$ cat src/logic/mmc_pkg.sv
package mmc_pkg;
    localparam int unsigned CLK_HZ = 20_000_000;
    localparam int unsigned NS_PER_S = 1_000_000_000;

    // register byte offsets
    localparam logic [7:0] OFS_PIO_CFG = 8'h00;
    localparam logic [7:0] OFS_HOME_CFG = 8'h04;
    localparam logic [7:0] OFS_PIN_FUNC = 8'h08;
    localparam logic [7:0] OFS_SYNC_EN = 8'h0c;
    localparam logic [7:0] OFS_GP_OUT = 8'h10;
    localparam logic [7:0] OFS_CONTROL = 8'h14;
    localparam logic [7:0] OFS_STATUS = 8'h18;

    // reset values
    localparam logic [15:0] PIO_CFG_RST = 16'h0000;
    localparam logic [15:0] HOME_CFG_RST = 16'h0000;
    localparam logic [15:0] PIN_FUNC_RST = 16'h0000;
    localparam logic [3:0] SYNC_EN_RST = 4'h0;
    localparam logic [7:0] GP_OUT_RST = 8'h00;

    // pio / external drive config fields
    localparam int POS_SYNC_POL = 0;
    localparam int POS_SYNC_WIDTH = 4;
    localparam int POS_ERR_DIS = 7;
    localparam int POS_EXT_MODE = 8;
    localparam int POS_SPLIT_POL = 10;
    localparam int POS_SPLIT_START = 11;

    // home search config fields
    localparam int POS_S1_EN = 0;
    localparam int POS_S1_DIR = 1;
    localparam int POS_S1_SIG = 2;
    localparam int POS_S2_EN = 4;
    localparam int POS_S2_DIR = 5;
    localparam int POS_S2_SIG = 6;
    localparam int POS_S2_DCC = 7;
    localparam int POS_S2_RCLR = 8;
    localparam int POS_S2_LCLR = 9;
    localparam int POS_S3_EN = 10;
    localparam int POS_S3_DIR = 11;
    localparam int POS_S3_DCC = 12;
    localparam int POS_S3_RCLR = 13;
    localparam int POS_S3_LCLR = 14;
    localparam int POS_S4_EN = 15;

    // control bits
    localparam int POS_CTL_START = 0;
    localparam int POS_CTL_ABORT = 1;

    // pin functions
    localparam logic [1:0] PIN_GP_IN = 2'b00;
    localparam logic [1:0] PIN_GP_OUT = 2'b01;
    localparam logic [1:0] PIN_DRV_STAT = 2'b10;
    localparam logic [1:0] PIN_SYNC_CMP = 2'b11;

    // external drive modes
    localparam logic [1:0] EXT_OFF = 2'b00;

    // synchronous pulse widths in ns, rounded up to cycles
    localparam int unsigned SYNC_W_NS [8] = '{125, 312, 1000, 4000, 16000, 64000, 256000, 1000000};
    localparam int unsigned SYNC_W_CYC [8] = '{
        (SYNC_W_NS[0] * (CLK_HZ / 1000) + NS_PER_S / 1000 - 1) / (NS_PER_S / 1000),
        (SYNC_W_NS[1] * (CLK_HZ / 1000) + NS_PER_S / 1000 - 1) / (NS_PER_S / 1000),
        (SYNC_W_NS[2] * (CLK_HZ / 1000) + NS_PER_S / 1000 - 1) / (NS_PER_S / 1000),
        (SYNC_W_NS[3] * (CLK_HZ / 1000) + NS_PER_S / 1000 - 1) / (NS_PER_S / 1000),
        (SYNC_W_NS[4] * (CLK_HZ / 1000) + NS_PER_S / 1000 - 1) / (NS_PER_S / 1000),
        (SYNC_W_NS[5] * (CLK_HZ / 1000) + NS_PER_S / 1000 - 1) / (NS_PER_S / 1000),
        (SYNC_W_NS[6] * (CLK_HZ / 1000) + NS_PER_S / 1000 - 1) / (NS_PER_S / 1000),
        (SYNC_W_NS[7] * (CLK_HZ / 1000) + NS_PER_S / 1000 - 1) / (NS_PER_S / 1000)};

    typedef enum logic [2:0] {
        MMC_IDLE = 3'b000,
        MMC_STEP1 = 3'b001,
        MMC_STEP2 = 3'b011,
        MMC_STEP3 = 3'b010,
        MMC_STEP4 = 3'b110
    } mmc_home_t;
endpackage

$ cat src/logic/mmc_top.sv
// Our own choices: the APB interface to the registers and the register addresses.
`timescale 1ns/1ps
// Behaviour
// - general input pin can trigger synchronous action
// - pins 4 and 5 feed external drive
// - both parameters reset zero; top bits zero
// - bits 3-0 pick sync pulse polarity
// - bits 6-4 pick sync pulse width
// - bit 7: error disables all sync actions
// - no sync re-enable while error set
// - bits 9-8 pick external drive mode
// - bit 10 picks split pulse polarity
// - bit 11 enables split start pulse
// - step 1 enable and direction
// - step 1 signal select; code 11 invalid
// - step 2 enable and direction
// - step 2 signal: stop 1 or limit
// - step 2 detect may pulse deviation clear
// - step 2 detect may clear counters
// - step 3 enable and direction, stop 2
// - step 3 detect may pulse deviation clear
// - step 3 detect may clear counters
// - step 4 enable, else skipped
module mmc_top #(
    parameter int unsigned SYNC_W6_CYC = mmc_pkg::SYNC_W_CYC[6],
    parameter int unsigned SYNC_W7_CYC = mmc_pkg::SYNC_W_CYC[7]
) (
    input wire logic REF_CLK,
    input wire logic RESET,
    input wire logic PSEL,
    input wire logic PENABLE,
    input wire logic PWRITE,
    input wire logic [7:0] PADDR,
    input wire logic [31:0] PWDATA,
    output logic [31:0] PRDATA,
    output logic PREADY,
    output logic PSLVERR,
    input wire logic [7:0] PIO_IN,
    output logic [7:0] PIO_OUT,
    output logic [7:0] PIO_OE_N,
    input wire logic [7:0] DRV_STATUS,
    input wire logic [3:0] CMP_IN,
    input wire logic ERROR_FLAG,
    input wire logic STOP_INPUT_0,
    input wire logic STOP_INPUT_1,
    input wire logic STOP_INPUT_2,
    input wire logic LIMIT_PLUS,
    input wire logic LIMIT_MINUS,
    input wire logic OFFSET_DONE,
    output logic [3:0] SYNC_ACT,
    output logic [1:0] EXT_MODE,
    output logic EXT_PLUS,
    output logic EXT_MINUS,
    output logic SPLIT_POL,
    output logic SPLIT_START,
    output logic [2:0] HOME_STEP,
    output logic HOME_DIR_MINUS,
    output logic HOME_BUSY,
    output logic DEV_CLEAR,
    output logic REAL_POS_CLEAR,
    output logic LOGIC_POS_CLEAR
);
    import mmc_pkg::*;

    function automatic logic [1:0] pin_mode(input logic [15:0] func, input int n);
        pin_mode = func[2*n +: 2];
    endfunction

    function automatic logic [31:0] width_cyc(input logic [2:0] sel);
        case (sel)
            3'h6: width_cyc = SYNC_W6_CYC;
            3'h7: width_cyc = SYNC_W7_CYC;
            default: width_cyc = SYNC_W_CYC[sel];
        endcase
    endfunction

    // two-stage synchronisers for pins
    logic [12:0] meta;
    logic [12:0] syn;
    always_ff @(posedge REF_CLK) begin
        if (RESET) begin
            meta <= 13'h0000;
            syn <= 13'h0000;
        end else begin
            meta <= {LIMIT_MINUS, LIMIT_PLUS, STOP_INPUT_2, STOP_INPUT_1, STOP_INPUT_0, PIO_IN};
            syn <= meta;
        end
    end
    logic [7:0] pio_s;
    logic stop_input_0_s, stop_input_1_s, stop_input_2_s, lim_p_s, lim_m_s;
    assign pio_s = syn[7:0];
    assign stop_input_0_s = syn[8];
    assign stop_input_1_s = syn[9];
    assign stop_input_2_s = syn[10];
    assign lim_p_s = syn[11];
    assign lim_m_s = syn[12];

    // apb slave and registers
    logic [15:0] pio_cfg, next_pio_cfg;
    logic [15:0] home_cfg, next_home_cfg;
    logic [15:0] pin_func, next_pin_func;
    logic [3:0] sync_en, next_sync_en;
    logic [7:0] gp_out, next_gp_out;
    logic start_req, next_start_req;
    logic abort_req, next_abort_req;
    logic [31:0] next_prdata;
    logic next_pready, next_pslverr;
    logic err_q;
    mmc_home_t home_st;
    logic wr_en;
    logic known;
    logic err_rise;

    assign wr_en = PSEL && PENABLE && PREADY && PWRITE;
    assign err_rise = ERROR_FLAG && !err_q;

    always_comb begin
        known = (PADDR == OFS_PIO_CFG) || (PADDR == OFS_HOME_CFG) || (PADDR == OFS_PIN_FUNC)
            || (PADDR == OFS_SYNC_EN) || (PADDR == OFS_GP_OUT) || (PADDR == OFS_CONTROL)
            || (PADDR == OFS_STATUS);
        next_pready = PSEL && !PENABLE && !PREADY;
        next_pslverr = PSEL && !PENABLE && !known;
        next_prdata = 32'h0000_0000;
        if (PSEL && !PENABLE && !PWRITE) begin
            case (PADDR)
                OFS_PIN_FUNC: next_prdata = {16'h0000, pin_func};
                OFS_SYNC_EN: next_prdata = {28'h000_0000, sync_en};
                OFS_GP_OUT: next_prdata = {24'h00_0000, gp_out};
                OFS_STATUS: next_prdata = {24'h00_0000, HOME_BUSY, home_st, ERROR_FLAG, 3'h0};
                default: next_prdata = 32'h0000_0000;
            endcase
        end
        next_pio_cfg = pio_cfg;
        next_home_cfg = home_cfg;
        next_pin_func = pin_func;
        next_sync_en = sync_en;
        next_gp_out = gp_out;
        next_start_req = 1'b0;
        next_abort_req = 1'b0;
        if (wr_en && !PSLVERR) begin
            case (PADDR)
                OFS_PIO_CFG: next_pio_cfg = {4'h0, PWDATA[11:0]};
                OFS_HOME_CFG: next_home_cfg = PWDATA[15:0];
                OFS_PIN_FUNC: next_pin_func = PWDATA[15:0];
                OFS_SYNC_EN: begin
                    if (!ERROR_FLAG) begin
                        next_sync_en = PWDATA[3:0];
                    end
                end
                OFS_GP_OUT: next_gp_out = PWDATA[7:0];
                OFS_CONTROL: begin
                    next_start_req = PWDATA[POS_CTL_START];
                    next_abort_req = PWDATA[POS_CTL_ABORT];
                end
                default: ;
            endcase
        end
        // the error wins over a same-cycle enable write
        if (pio_cfg[POS_ERR_DIS] && err_rise) begin
            next_sync_en = 4'h0;
        end
    end

    always_ff @(posedge REF_CLK) begin
        if (RESET) begin
            pio_cfg <= PIO_CFG_RST;
            home_cfg <= HOME_CFG_RST;
            pin_func <= PIN_FUNC_RST;
            sync_en <= SYNC_EN_RST;
            gp_out <= GP_OUT_RST;
            start_req <= 1'b0;
            abort_req <= 1'b0;
            PRDATA <= 32'h0000_0000;
            PREADY <= 1'b0;
            PSLVERR <= 1'b0;
            err_q <= 1'b0;
        end else begin
            pio_cfg <= next_pio_cfg;
            home_cfg <= next_home_cfg;
            pin_func <= next_pin_func;
            sync_en <= next_sync_en;
            gp_out <= next_gp_out;
            start_req <= next_start_req;
            abort_req <= next_abort_req;
            PRDATA <= next_prdata;
            PREADY <= next_pready;
            PSLVERR <= next_pslverr;
            err_q <= ERROR_FLAG;
        end
    end

    // synchronous actions: action n fires on a rise of input pin n+4
    logic [7:0] pio_q;
    logic [3:0] next_sync_act;
    logic [31:0] pcnt [4];
    logic [31:0] next_pcnt [4];
    logic [7:0] next_pio_out, next_pio_oe_n;
    logic [3:0] fire;

    always_comb begin
        for (int n = 0; n < 4; n++) begin
            fire[n] = sync_en[n] && pin_mode(pin_func, n + 4) == PIN_GP_IN
                && pio_s[n + 4] && !pio_q[n + 4];
            next_sync_act[n] = fire[n];
            next_pcnt[n] = pcnt[n];
            if (fire[n]) begin
                next_pcnt[n] = width_cyc(pio_cfg[POS_SYNC_WIDTH +: 3]);
            end else if (pcnt[n] != 32'h0000_0000) begin
                next_pcnt[n] = pcnt[n] - 32'h0000_0001;
            end
        end
        for (int n = 0; n < 8; n++) begin
            next_pio_oe_n[n] = 1'b0;
            case (pin_mode(pin_func, n))
                PIN_GP_IN: begin
                    next_pio_oe_n[n] = 1'b1;
                    next_pio_out[n] = 1'b0;
                end
                PIN_GP_OUT: next_pio_out[n] = gp_out[n];
                PIN_DRV_STAT: next_pio_out[n] = DRV_STATUS[n];
                default: begin
                    if (n < 4) begin
                        // pulse is high while counting, inverted for active-low
                        next_pio_out[n] = (next_pcnt[n % 4] != 32'h0000_0000)
                            ^ pio_cfg[POS_SYNC_POL + n % 4];
                    end else begin
                        next_pio_out[n] = CMP_IN[n - 4];
                    end
                end
            endcase
        end
    end

    always_ff @(posedge REF_CLK) begin
        if (RESET) begin
            pio_q <= 8'h00;
            SYNC_ACT <= 4'h0;
            PIO_OUT <= 8'h00;
            PIO_OE_N <= 8'hff;
            for (int n = 0; n < 4; n++) begin
                pcnt[n] <= 32'h0000_0000;
            end
        end else begin
            pio_q <= pio_s;
            SYNC_ACT <= next_sync_act;
            PIO_OUT <= next_pio_out;
            PIO_OE_N <= next_pio_oe_n;
            for (int n = 0; n < 4; n++) begin
                pcnt[n] <= next_pcnt[n];
            end
        end
    end

    // external drive and split pulse settings
    logic [1:0] next_ext_mode;
    logic next_ext_plus, next_ext_minus;
    logic ext_ok;

    always_comb begin
        next_ext_mode = pio_cfg[POS_EXT_MODE +: 2];
        ext_ok = next_ext_mode != EXT_OFF;
        next_ext_plus = ext_ok && pin_mode(pin_func, 4) == PIN_GP_IN && pio_s[4];
        next_ext_minus = ext_ok && pin_mode(pin_func, 5) == PIN_GP_IN && pio_s[5];
    end

    always_ff @(posedge REF_CLK) begin
        if (RESET) begin
            EXT_MODE <= EXT_OFF;
            EXT_PLUS <= 1'b0;
            EXT_MINUS <= 1'b0;
            SPLIT_POL <= 1'b0;
            SPLIT_START <= 1'b0;
        end else begin
            EXT_MODE <= next_ext_mode;
            EXT_PLUS <= next_ext_plus;
            EXT_MINUS <= next_ext_minus;
            SPLIT_POL <= pio_cfg[POS_SPLIT_POL];
            SPLIT_START <= pio_cfg[POS_SPLIT_START];
        end
    end

    // home search sequencer
    function automatic mmc_home_t step_after(input mmc_home_t cur, input logic [15:0] cfg);
        step_after = MMC_IDLE;
        if (cur == MMC_IDLE && cfg[POS_S1_EN]) begin
            step_after = MMC_STEP1;
        end else if ((cur == MMC_IDLE || cur == MMC_STEP1) && cfg[POS_S2_EN]) begin
            step_after = MMC_STEP2;
        end else if (cur != MMC_STEP3 && cur != MMC_STEP4 && cfg[POS_S3_EN]) begin
            step_after = MMC_STEP3;
        end else if (cur != MMC_STEP4 && cfg[POS_S4_EN]) begin
            step_after = MMC_STEP4;
        end
    endfunction

    mmc_home_t next_home_st;
    logic next_busy, next_dir, next_dcc, next_rclr, next_lclr;
    logic s1_hit, s2_hit, s3_hit;
    logic [2:0] next_step_num;

    always_comb begin
        case (home_cfg[POS_S1_SIG +: 2])
            2'b00: s1_hit = stop_input_0_s;
            2'b01: s1_hit = stop_input_1_s;
            2'b10: s1_hit = home_cfg[POS_S1_DIR] ? lim_m_s : lim_p_s;
            default: s1_hit = 1'b0;
        endcase
        if (home_cfg[POS_S2_SIG]) begin
            s2_hit = home_cfg[POS_S2_DIR] ? lim_m_s : lim_p_s;
        end else begin
            s2_hit = stop_input_1_s;
        end
        s3_hit = stop_input_2_s;
        next_home_st = home_st;
        next_dcc = 1'b0;
        next_rclr = 1'b0;
        next_lclr = 1'b0;
        case (home_st)
            MMC_IDLE: begin
                if (start_req) begin
                    next_home_st = step_after(MMC_IDLE, home_cfg);
                end
            end
            MMC_STEP1: begin
                if (s1_hit) begin
                    next_home_st = step_after(MMC_STEP1, home_cfg);
                end
            end
            MMC_STEP2: begin
                if (s2_hit) begin
                    next_home_st = step_after(MMC_STEP2, home_cfg);
                    next_dcc = home_cfg[POS_S2_DCC];
                    next_rclr = home_cfg[POS_S2_RCLR];
                    next_lclr = home_cfg[POS_S2_LCLR];
                end
            end
            MMC_STEP3: begin
                if (s3_hit) begin
                    next_home_st = step_after(MMC_STEP3, home_cfg);
                    next_dcc = home_cfg[POS_S3_DCC];
                    next_rclr = home_cfg[POS_S3_RCLR];
                    next_lclr = home_cfg[POS_S3_LCLR];
                end
            end
            MMC_STEP4: begin
                if (OFFSET_DONE) begin
                    next_home_st = MMC_IDLE;
                end
            end
            default: next_home_st = MMC_IDLE;
        endcase
        if (abort_req) begin
            next_home_st = MMC_IDLE;
        end
        next_busy = next_home_st != MMC_IDLE;
        case (next_home_st)
            MMC_STEP1: begin
                next_step_num = 3'h1;
                next_dir = home_cfg[POS_S1_DIR];
            end
            MMC_STEP2: begin
                next_step_num = 3'h2;
                next_dir = home_cfg[POS_S2_DIR];
            end
            MMC_STEP3: begin
                next_step_num = 3'h3;
                next_dir = home_cfg[POS_S3_DIR];
            end
            MMC_STEP4: begin
                next_step_num = 3'h4;
                next_dir = 1'b0;
            end
            default: begin
                next_step_num = 3'h0;
                next_dir = 1'b0;
            end
        endcase
    end

    always_ff @(posedge REF_CLK) begin
        if (RESET) begin
            home_st <= MMC_IDLE;
            HOME_BUSY <= 1'b0;
            HOME_STEP <= 3'h0;
            HOME_DIR_MINUS <= 1'b0;
            DEV_CLEAR <= 1'b0;
            REAL_POS_CLEAR <= 1'b0;
            LOGIC_POS_CLEAR <= 1'b0;
        end else begin
            home_st <= next_home_st;
            HOME_BUSY <= next_busy;
            HOME_STEP <= next_step_num;
            HOME_DIR_MINUS <= next_dir;
            DEV_CLEAR <= next_dcc;
            REAL_POS_CLEAR <= next_rclr;
            LOGIC_POS_CLEAR <= next_lclr;
        end
    end
endmodule // mmc_top

$ cat config.mk
export PLATFORM = sky130hd
export DESIGN_NAME = mmc_top
export DESIGN_NICKNAME = d
export VERILOG_FILES = /design/src/logic/mmc_pkg.sv /design/src/logic/mmc_top.sv
export SDC_FILE = /design/constraint.sdc
export NUM_CORES = 1
export LEC_CHECK = 0
export BUFFER_PORTS_ARGS = -buffer_cell sky130_fd_sc_hd__buf_2
export CAP_MARGIN = 10
export CORE_AREA = 2 2 172 174
export CTS_BUF_LIST = sky130_fd_sc_hd__clkbuf_8 sky130_fd_sc_hd__clkbuf_16
export DETAILED_ROUTE_END_ITERATION = 7
export DIE_AREA = 0 0 174 176
export HOLD_SLACK_MARGIN = 0.08
export PLACE_DENSITY_LB_ADDON = 0.2
export SLEW_MARGIN = 20
export SYNTH_ARGS = -nofsm -noshare
export SYNTH_HDL_FRONTEND = slang
export SYNTH_SLANG_ARGS = --single-unit
$ cat constraint.sdc
create_clock -name REF_CLK -period 3.7 [get_ports REF_CLK]
set_input_delay 1.11 -clock REF_CLK [delete_from_list [all_inputs] [get_ports REF_CLK]]
set_output_delay 1.11 -clock REF_CLK [all_outputs]
set_load 0.02 [all_outputs]
==> flow_metrics.env, run 1 <==
export IMPL_post_synth_mux_area_share_pct=2.84
export IMPL_setup_worst_path_end_class="register"
export IMPL_ant_nets=0
export IMPL_clockBufferDepth=3
export IMPL_via_count=11500
export IMPL_ys_ff_latch=264
export IMPL_ys_async_sr_fraction_pct=0
export IMPL_synth_cells_most_frequent="dfxtp_1 (264), nor2_1 (205), nand2_1 (170)"
export IMPL_fin_skew_ps=9.64
export IMPL_grt_pass1_vias=11000
export IMPL_synth_compound_area_share_pct=15.0
export IMPL_fin_crit_ps=3400
export IMPL_path_max_fanout=9
export IMPL_syn2layout_area_growth_pct=16.2
export IMPL_worst_pin_slew_ps=896
export IMPL_fin_util_pct=52.0
export IMPL_drtIter0Drc=823
export IMPL_synth_cell_type_count=87
export IMPL_synthXorXnorAreaFrac_pct=5.00
export IMPL_row_count=62
export IMPL_start_util_pct=44.8
export IMPL_preCtsSetupSlack_ps=332
export IMPL_worst_setup_path_type="reg -> reg"
export IMPL_fp_dieArea_sq_mm=0.0306
export IMPL_relSlewSlack_pct=39.6
export IMPL_grt_pass1_wl_um=57000
export IMPL_fin_hold_ws_ps=432
export IMPL_cts_buffers=29
export IMPL_yosysSeqAreaShare_pct=41.4
export IMPL_route_detailed_drc=0
export IMPL_synth_area_top_cells="dfxtp_1 (41%), nor2_1 (6.0%), nand2_1 (5.0%)"
export IMPL_cap_viol_max_count=0
export IMPL_worst_slack_ps=297
export IMPL_synth_simple_area_share_pct=30.7
export IMPL_setup_violations=0
export IMPL_finalPower_w=0.0147
export IMPL_max_freq_mhz=294
export IMPL_synth_edf_count=0
export IMPL_antenna_found_initial=1
export IMPL_die_h_um=176
export IMPL_core_sq_mm=0.0285
export IMPL_setup_tns_final_ps=0
export IMPL_wire_per_inst_um=17.0
export IMPL_wl_um=35000
export IMPL_drv_slew=0
export IMPL_ir_worst_vdd_v=0.000698
export IMPL_cts_hold_fix_buffers=0
export IMPL_hp_class="reg -> reg"
export IMPL_cp_arrival_ps=3830
export IMPL_synth_top_family_by_area="simple AND/OR/NAND/NOR gates"
export IMPL_die_w_um=174
export IMPL_io_pins=140
export IMPL_synth_largest_area_cell="dfxtp_1"
export IMPL_p_leak_nw=5.81
export IMPL_drive_above_1_share_pct=15.9
export IMPL_grt_max_degree=60
export IMPL_crit_path_start_kind="register"
export IMPL_netlist_instances=1538
export IMPL_status="finished, final reports clean"
export IMPL_synth_top_area_share_pct=41.4
export IMPL_num_fill_cells=2747
export IMPL_yosys_warnings=0
export IMPL_layout_nets=1734
export IMPL_synth_adder_area_share_pct=1.17
export IMPL_drt_pass1_iter_count=5
export IMPL_grt_use_total_pct=22.4
export IMPL_htreeDepth=1
export IMPL_timing_hold_violations_final=0
export IMPL_synth_area_per_cell_sq_um=8.31
export IMPL_power_density_mw_per_mm2=990
export IMPL_crit_required_ps=4130
export IMPL_cts_tree="yes"
export IMPL_clk_pin_slew_ps=70
export IMPL_rsz0062_at_grt="false"
export IMPL_clock_latency_ps=550
export IMPL_io_buffers=103
export IMPL_syn_area_sq_mm=0.0128
export IMPL_yosysMostFrequentCell="dfxtp_1"
export IMPL_root_buffer="clkbuf_16"
export IMPL_via_per_inst=5.61
export IMPL_gp_congestion=0.887
export IMPL_synth_ff_type="dfxtp_1"
export IMPL_fin_crit_sh_pct=92.0
export IMPL_cts_sinks=264
export IMPL_hpwl_um=25300
export IMPL_gr_total_overflow=0
## area by class of cell
cell class / count / area [sq um] / share of cell area [%]
timing repair buffer: 157 / 927 / 6.25
antenna: 1 / 2.50 / 0.0169
multi-input combinational: 1176 / 7070 / 47.6
inverter: 22 / 82.6 / 0.556
clock inverter: 19 / 204 / 1.37
tap: 384 / 480 / 3.24
clock buffer: 34 / 795 / 5.35
sequential: 264 / 5290 / 35.6
## per-layer routing
| metal | GRT usage, % | wire length (um) | up-vias |
|---|---|---|---|
| met5 | 0 | 0 | - |
| met4 | 5.71 | 664 | 0 |
| met3 | 4.54 | 1990 | 52 |
| met2 | 37.0 | 15900 | 258 |
| met1 | 30.1 | 16500 | 5506 |
| li1 | - | - | 5717 |
## per-stage QoR
| step | area (sq um) | std cells |
|---|---|---|
| finish | 14800 | 2057 |
| CTS | 14800 | 2056 |
| floorplan | 12800 | 1553 |
| global placement | 13800 | 2003 |
| global route | 14800 | 2056 |
| detailed placement | 13800 | 2003 |
## worst paths after layout
check                           slack, ps          to  cells past startpoint  startpoint
worst max-delay path                  300  PIO_OUT[1]                      9  pcnt[1][6]
worst min-delay path                  430     syn[11]                      1    meta[11]
worst max register to register        300  PIO_OUT[1]                      9  pcnt[1][6]
worst min register to register        430     syn[11]                      1    meta[11]
## critical path, cell delays in order, from the launching register on
cell and delay [ps]:
dfxtp_1 330, or4_1 700, or3_1 490, o22ai_1 200
a32oi_1 120, nor4_1 410, a31oi_1 190, or4_1 530
a41oi_1 250, nor2_1 60
## layout by cell type (no fill, tap or decap), types with 8 or more instances in the layout
cell type / netlist / layout
a22oi_1: 11 / 11
nand2b_1: 22 / 22
buf_2: 3 / 102
or4_1: 27 / 27
clkbuf_16: 0 / 29
o21a_1: 8 / 8
conb_1: 1 / 16
mux2i_1: 25 / 25
nand3_1: 23 / 23
and3_1: 15 / 15
or3_1: 27 / 27
nor2_1: 205 / 205
a31oi_1: 15 / 15
xnor2_1: 42 / 42
a211oi_1: 17 / 17
inv_1: 22 / 26
o21bai_1: 9 / 9
ha_1: 12 / 12
dfxtp_1: 264 / 264
buf_4: 17 / 54
mux2_2: 10 / 10
o31ai_1: 11 / 11
o211ai_1: 9 / 9
nor4_1: 38 / 37
nor3b_1: 12 / 12
nand2_1: 170 / 170
nand3b_1: 9 / 9
nor2b_1: 42 / 42
o31a_1: 9 / 9
xor2_1: 31 / 31
nor3_1: 71 / 70
nand4_1: 23 / 23
o21ai_0: 29 / 29
a21oi_1: 96 / 96
or2_2: 14 / 14
## logic make-up after synthesis
group	Yosys count
other cells	1
mux	35
xor+xnor	73
buf+inv	113
flops	264
simple gates	757
fa+ha+maj	12
compound gates	283
## flip-flops by register name, summed over array words and instances (netlist names), 2 cells and up
signal and count:
pio_q 4, meta 9, pio_cfg 12, PIO_OE_N 8, PRDATA 16, gp_out 8, pin_func 16, HOME_STEP 3
PIO_OUT 8, sync_en 4, SYNC_ACT 4, EXT_MODE 2, home_cfg 16, syn 9, home_st 3, pcnt 128
## repair_timing
action                     4_1_cts  5_1_grt
gates resized for setup          0        1
setup endpoints to repair        0        1
buffers inserted                 0        0
## power breakdown
part	internal [W]	switching, W	total (W)
registers	0.00346	0.000695	0.00415
clock network	0.00180	0.00119	0.00300
logic	0.00321	0.00433	0.00754
Note: power is estimated with default switching activity, not from simulation.
==> inputs of run 2 (changes only) <==
--- a/config.mk
+++ b/config.mk
@@ -12,7 +12,6 @@
 export DETAILED_ROUTE_END_ITERATION = 7
 export DIE_AREA = 0 0 174 176
 export HOLD_SLACK_MARGIN = 0.08
-export PLACE_DENSITY_LB_ADDON = 0.2
 export SLEW_MARGIN = 20
 export SYNTH_ARGS = -nofsm -noshare
 export SYNTH_HDL_FRONTEND = slang
==> flow_metrics.env, run 2 (synthesis gave the netlist of run 1 again) <==
export IMPL_setup_worst_path_end_class="register"
export IMPL_wire_per_inst_um=16.8
export IMPL_num_fill_cells=2771
export IMPL_cap_viol_max_count=0
export IMPL_clk_pin_slew_ps=60
export IMPL_path_max_fanout=11
export IMPL_ir_worst_vdd_v=0.000687
export IMPL_setup_tns_final_ps=0
export IMPL_clock_latency_ps=550
export IMPL_cts_resized=0
export IMPL_hp_class="reg -> reg"
export IMPL_fin_crit_sh_pct=93.9
export IMPL_drive_above_1_share_pct=15.9
export IMPL_dp_cells=2002
export IMPL_via_count=11500
export IMPL_htreeDepth=1
export IMPL_final_common_cell="dfxtp_1"
export IMPL_route_detailed_drc=0
export IMPL_min_path_cells=1
export IMPL_cts_tree="yes"
export IMPL_wl_um=34600
export IMPL_root_buffer="clkbuf_16"
export IMPL_worst_pin_slew_ps=819
export IMPL_largest_reg_flops=128
export IMPL_syn2layout_area_growth_pct=16.1
export IMPL_die_h_um=176
export IMPL_drtIter0Drc=949
export IMPL_power_density_mw_per_mm2=986
export IMPL_die_w_um=174
export IMPL_io_pins=140
export IMPL_relSlewSlack_pct=45.2
export IMPL_gr_total_overflow=0
export IMPL_gp_congestion=0.859
export IMPL_grt_pass1_vias=10600
export IMPL_fin_hold_ws_ps=437
export IMPL_setup_violations=0
export IMPL_timing_hold_violations_final=0
export IMPL_final_cell_mix="dfxtp_1 (264), nor2_1 (205), nand2_1 (170)"
export IMPL_clockBufferDepth=3
export IMPL_worst_setup_path_type="reg -> reg"
export IMPL_crit_path_start_kind="register"
export IMPL_cts_sinks=264
export IMPL_cts_setup_buffers=0
export IMPL_grt_max_degree=78
export IMPL_rsz0062_at_grt="false"
export IMPL_fin_cells=2055
export IMPL_grt_use_total_pct=22.0
export IMPL_io_buffers=103
export IMPL_cp_arrival_ps=3930
export IMPL_p_leak_nw=5.82
export IMPL_max_freq_mhz=288
export IMPL_layout_nets=1733
export IMPL_start_util_pct=44.8
export IMPL_drt_pass1_iter_count=6
export IMPL_fin_skew_ps=17.1
export IMPL_cts_hold_fix_buffers=0
export IMPL_row_count=62
export IMPL_fin_crit_ps=3470
export IMPL_rr_worst_depth=9
export IMPL_hpwl_um=25100
export IMPL_via_per_inst=5.60
export IMPL_antenna_found_initial=2
export IMPL_cts_buffers=29
export IMPL_crit_required_ps=4160
export IMPL_fp_dieArea_sq_mm=0.0306
export IMPL_grt_pass1_wl_um=55600
export IMPL_regMostFlops="pcnt"
export IMPL_status="finished, final reports clean"
export IMPL_reg2reg_slack_ps=230
export IMPL_drv_slew=0
export IMPL_core_sq_mm=0.0285
export IMPL_ant_nets=0
export IMPL_fin_util_pct=52.0
## run 2: final cells by class
cell class,instances,area (sq um),share of cell area (%)
antenna,1,2.50,0.0169
clock buffer,34,795,5.35
clock inverter,18,194,1.31
inverter,22,82.6,0.556
multi-input combinational,1176,7070,47.6
sequential,264,5290,35.6
tap,384,480,3.24
timing repair buffer,156,932,6.28
## run 2: routing by layer
layer	track usage [%]	share of wire, %
met1	30.5	47
met5	0	0.032
met4	5.99	2.3
met2	35.3	45
met3	3.98	5.9
## run 2: worst max-delay path: stages (launching register included)
cell     delay [ps]
dfxtp_1         350
or3_4           410
or3_4           440
nor3_2          620
xnor2_1         190
or4b_1          500
a21oi_1         190
nand4_1         160
o31a_1          320
o32ai_2         230
## run 2: stage by stage
step / worst slack, ps / power (W) / area (sq um)
after detailed placement: 255 / 0.0115 / 13800
final: 225 / 0.0146 / 14800
after global routing: 3.19 / 0.0157 / 14800
after global placement: 314 / 0.0115 / 13800
after floorplan: 546 / 0.00960 / 12800
after CTS: 235 / 0.0146 / 14800
## run 2: worst paths after layout
check / from / to
hold / removal: meta[8] / syn[8]
setup / recovery: pcnt[2][20] / PIO_OUT[2]
hold reg to reg: meta[8] / syn[8]
setup reg to reg: pcnt[2][20] / PIO_OUT[2]
## run 2: report_power, final
group / switching (W) / internal [W]
Sequential: 0.000694 / 0.00346
Combinational: 0.00431 / 0.00320
Clock: 0.00118 / 0.00180
==> inputs of run 3 (changes only) <==
--- a/config.mk
+++ b/config.mk
@@ -5,12 +5,12 @@
 export SDC_FILE = /design/constraint.sdc
 export NUM_CORES = 1
 export LEC_CHECK = 0
-export BUFFER_PORTS_ARGS = -buffer_cell sky130_fd_sc_hd__buf_2
 export CAP_MARGIN = 10
 export CORE_AREA = 2 2 172 174
 export CTS_BUF_LIST = sky130_fd_sc_hd__clkbuf_8 sky130_fd_sc_hd__clkbuf_16
 export DETAILED_ROUTE_END_ITERATION = 7
 export DIE_AREA = 0 0 174 176
+export DONT_BUFFER_PORTS = 1
 export HOLD_SLACK_MARGIN = 0.08
 export SLEW_MARGIN = 20
 export SYNTH_ARGS = -nofsm -noshare
==> flow_metrics.env, run 3 (synthesis gave the netlist of run 1 again) <==
export IMPL_drt_pass1_iter_count=5
export IMPL_fin_crit_sh_pct=91.7
export IMPL_largest_reg_flops=128
export IMPL_crit_path_start_kind="register"
export IMPL_route_detailed_drc=0
export IMPL_power_frac_comb_pct=50.6
export IMPL_gp_congestion=0.848
export IMPL_hpwl_um=24800
export IMPL_fin_util_pct=50.2
export IMPL_syn2layout_area_growth_pct=12.2
export IMPL_cts_resized=0
export IMPL_clockBufferDepth=3
export IMPL_drtIter0Drc=726
export IMPL_root_buffer="clkbuf_16"
export IMPL_ir_worst_vdd_v=0.000615
export IMPL_setup_worst_path_end_class="register"
export IMPL_status="finished, final reports clean"
export IMPL_final_common_cell="dfxtp_1"
export IMPL_drive_above_1_share_pct=10.3
export IMPL_layout_nets=1628
export IMPL_wire_per_inst_um=17.7
export IMPL_drv_slew=0
export IMPL_p_seq_share_pct=28.4
export IMPL_cts_buffers=29
export IMPL_core_sq_mm=0.0285
export IMPL_cap_viol_max_count=0
export IMPL_path_max_fanout=6
export IMPL_hp_class="reg -> reg"
export IMPL_setup_tns_final_ps=0
export IMPL_cts_sinks=264
export IMPL_grt_pass1_wl_um=55500
export IMPL_p_int_w=0.00849
export IMPL_row_count=62
export IMPL_ant_nets=0
export IMPL_die_h_um=176
export IMPL_grt_pass1_vias=10600
export IMPL_worst_setup_path_type="reg -> reg"
export IMPL_clk_pin_slew_ps=60
export IMPL_gr_total_overflow=0
export IMPL_diodes=0
export IMPL_fin_skew_ps=10.5
export IMPL_htreeDepth=1
export IMPL_antenna_found_initial=0
export IMPL_regMostFlops="pcnt"
export IMPL_relSlewSlack_pct=40.3
export IMPL_die_w_um=174
export IMPL_cts_tree="yes"
export IMPL_grt_max_degree=172
export IMPL_wl_um=34500
export IMPL_cp_arrival_ps=3850
export IMPL_final_cell_mix="dfxtp_1 (264), nor2_1 (205), nand2_1 (170)"
export IMPL_via_per_inst=5.74
export IMPL_via_count=11200
export IMPL_io_pins=140
export IMPL_grt_use_total_pct=21.9
export IMPL_reg2reg_slack_ps=310
export IMPL_num_fill_cells=2836
export IMPL_fin_crit_ps=3390
export IMPL_p_clk_share_pct=21.0
export IMPL_timing_hold_violations_final=0
export IMPL_p_switching_w=0.00614
export IMPL_worst_pin_slew_ps=886
export IMPL_p_leak_nw=5.34
export IMPL_start_util_pct=44.8
export IMPL_p_sw_share_pct=42.0
export IMPL_rsz0062_at_grt="false"
export IMPL_power_density_mw_per_mm2=1020
export IMPL_worst_slack_ps=307
export IMPL_clock_latency_ps=550
export IMPL_setup_violations=0
export IMPL_cts_setup_buffers=0
export IMPL_fp_dieArea_sq_mm=0.0306
export IMPL_preCtsSetupSlack_ps=361
export IMPL_io_buffers=0
export IMPL_max_freq_mhz=295
export IMPL_crit_required_ps=4160
export IMPL_cts_hold_fix_buffers=0
## run 3: cell types whose count changed in the layout (fill, tap and decap cells not counted), moves of 2 or more
| cell | before | now |
|---|---|---|
| buf_2 | 102 | 0 |
| clkinvlp_4 | 0 | 5 |
| clkinv_2 | 9 | 5 |
| clkbuf_8 | 5 | 8 |
| buf_4 | 52 | 50 |
## run 3: worst max-delay path, stage by stage, from the launching register on
cell	delay, ps
dfxtp_1	320
or4_1	610
nor3_1	520
nand4_1	380
o21a_1	300
a2111oi_0	440
o2111ai_1	230
nor4_1	270
mux2i_1	110
o211ai_1	120
## run 3: final cells by class
cell class | instances | area, sq um | share of cell area (%)
multi-input cells | 1176 | 7060 | 49.2
clock inverters | 17 | 199 | 1.39
well taps | 384 | 480 | 3.35
clock buffers | 37 | 836 | 5.83
flip-flops and latches | 264 | 5290 | 36.9
inverters | 22 | 82.6 | 0.576
repair buffers | 51 | 395 | 2.76
## run 3: through the flow
stage | hold slack (ps) | area, sq um | std cells | total power (W)
2_1_floorplan | 414 | 12800 | 1553 | 0.00960
3_3_place_gp | 420 | 13300 | 1897 | 0.0114
3_5_place_dp | 422 | 13300 | 1897 | 0.0115
4_1_cts | 435 | 14300 | 1951 | 0.0146
5_1_grt | 458 | 14300 | 1951 | 0.0157
6_report | 435 | 14300 | 1951 | 0.0146
## run 3: power groups by stage
stage	clock (W)	combinational [W]	sequential (W)
after floorplan	0	0.00561	0.00399
after global placement	0	0.00722	0.00418
after detailed placement	0	0.00730	0.00419
after CTS	0.00313	0.00735	0.00414
after global routing	0.00324	0.00822	0.00425
final	0.00307	0.00741	0.00416
## run 3: per-layer routing
layer,vias up,share of wire [%],track usage (%)
met5,-,0,0
met4,0,1.8,4.87
met3,48,6.4,4.50
met2,302,46,36.1
met1,5330,46,29.7
li1,5510,-,-
## run 3: worst paths after layout
path | start | depth (start not counted) | end
setup / recovery | pcnt[0][11] | 9 | PIO_OUT[0]
hold / removal | meta[8] | 1 | syn[8]
setup reg to reg | pcnt[0][11] | 9 | PIO_OUT[0]
hold reg to reg | meta[8] | 1 | syn[8]
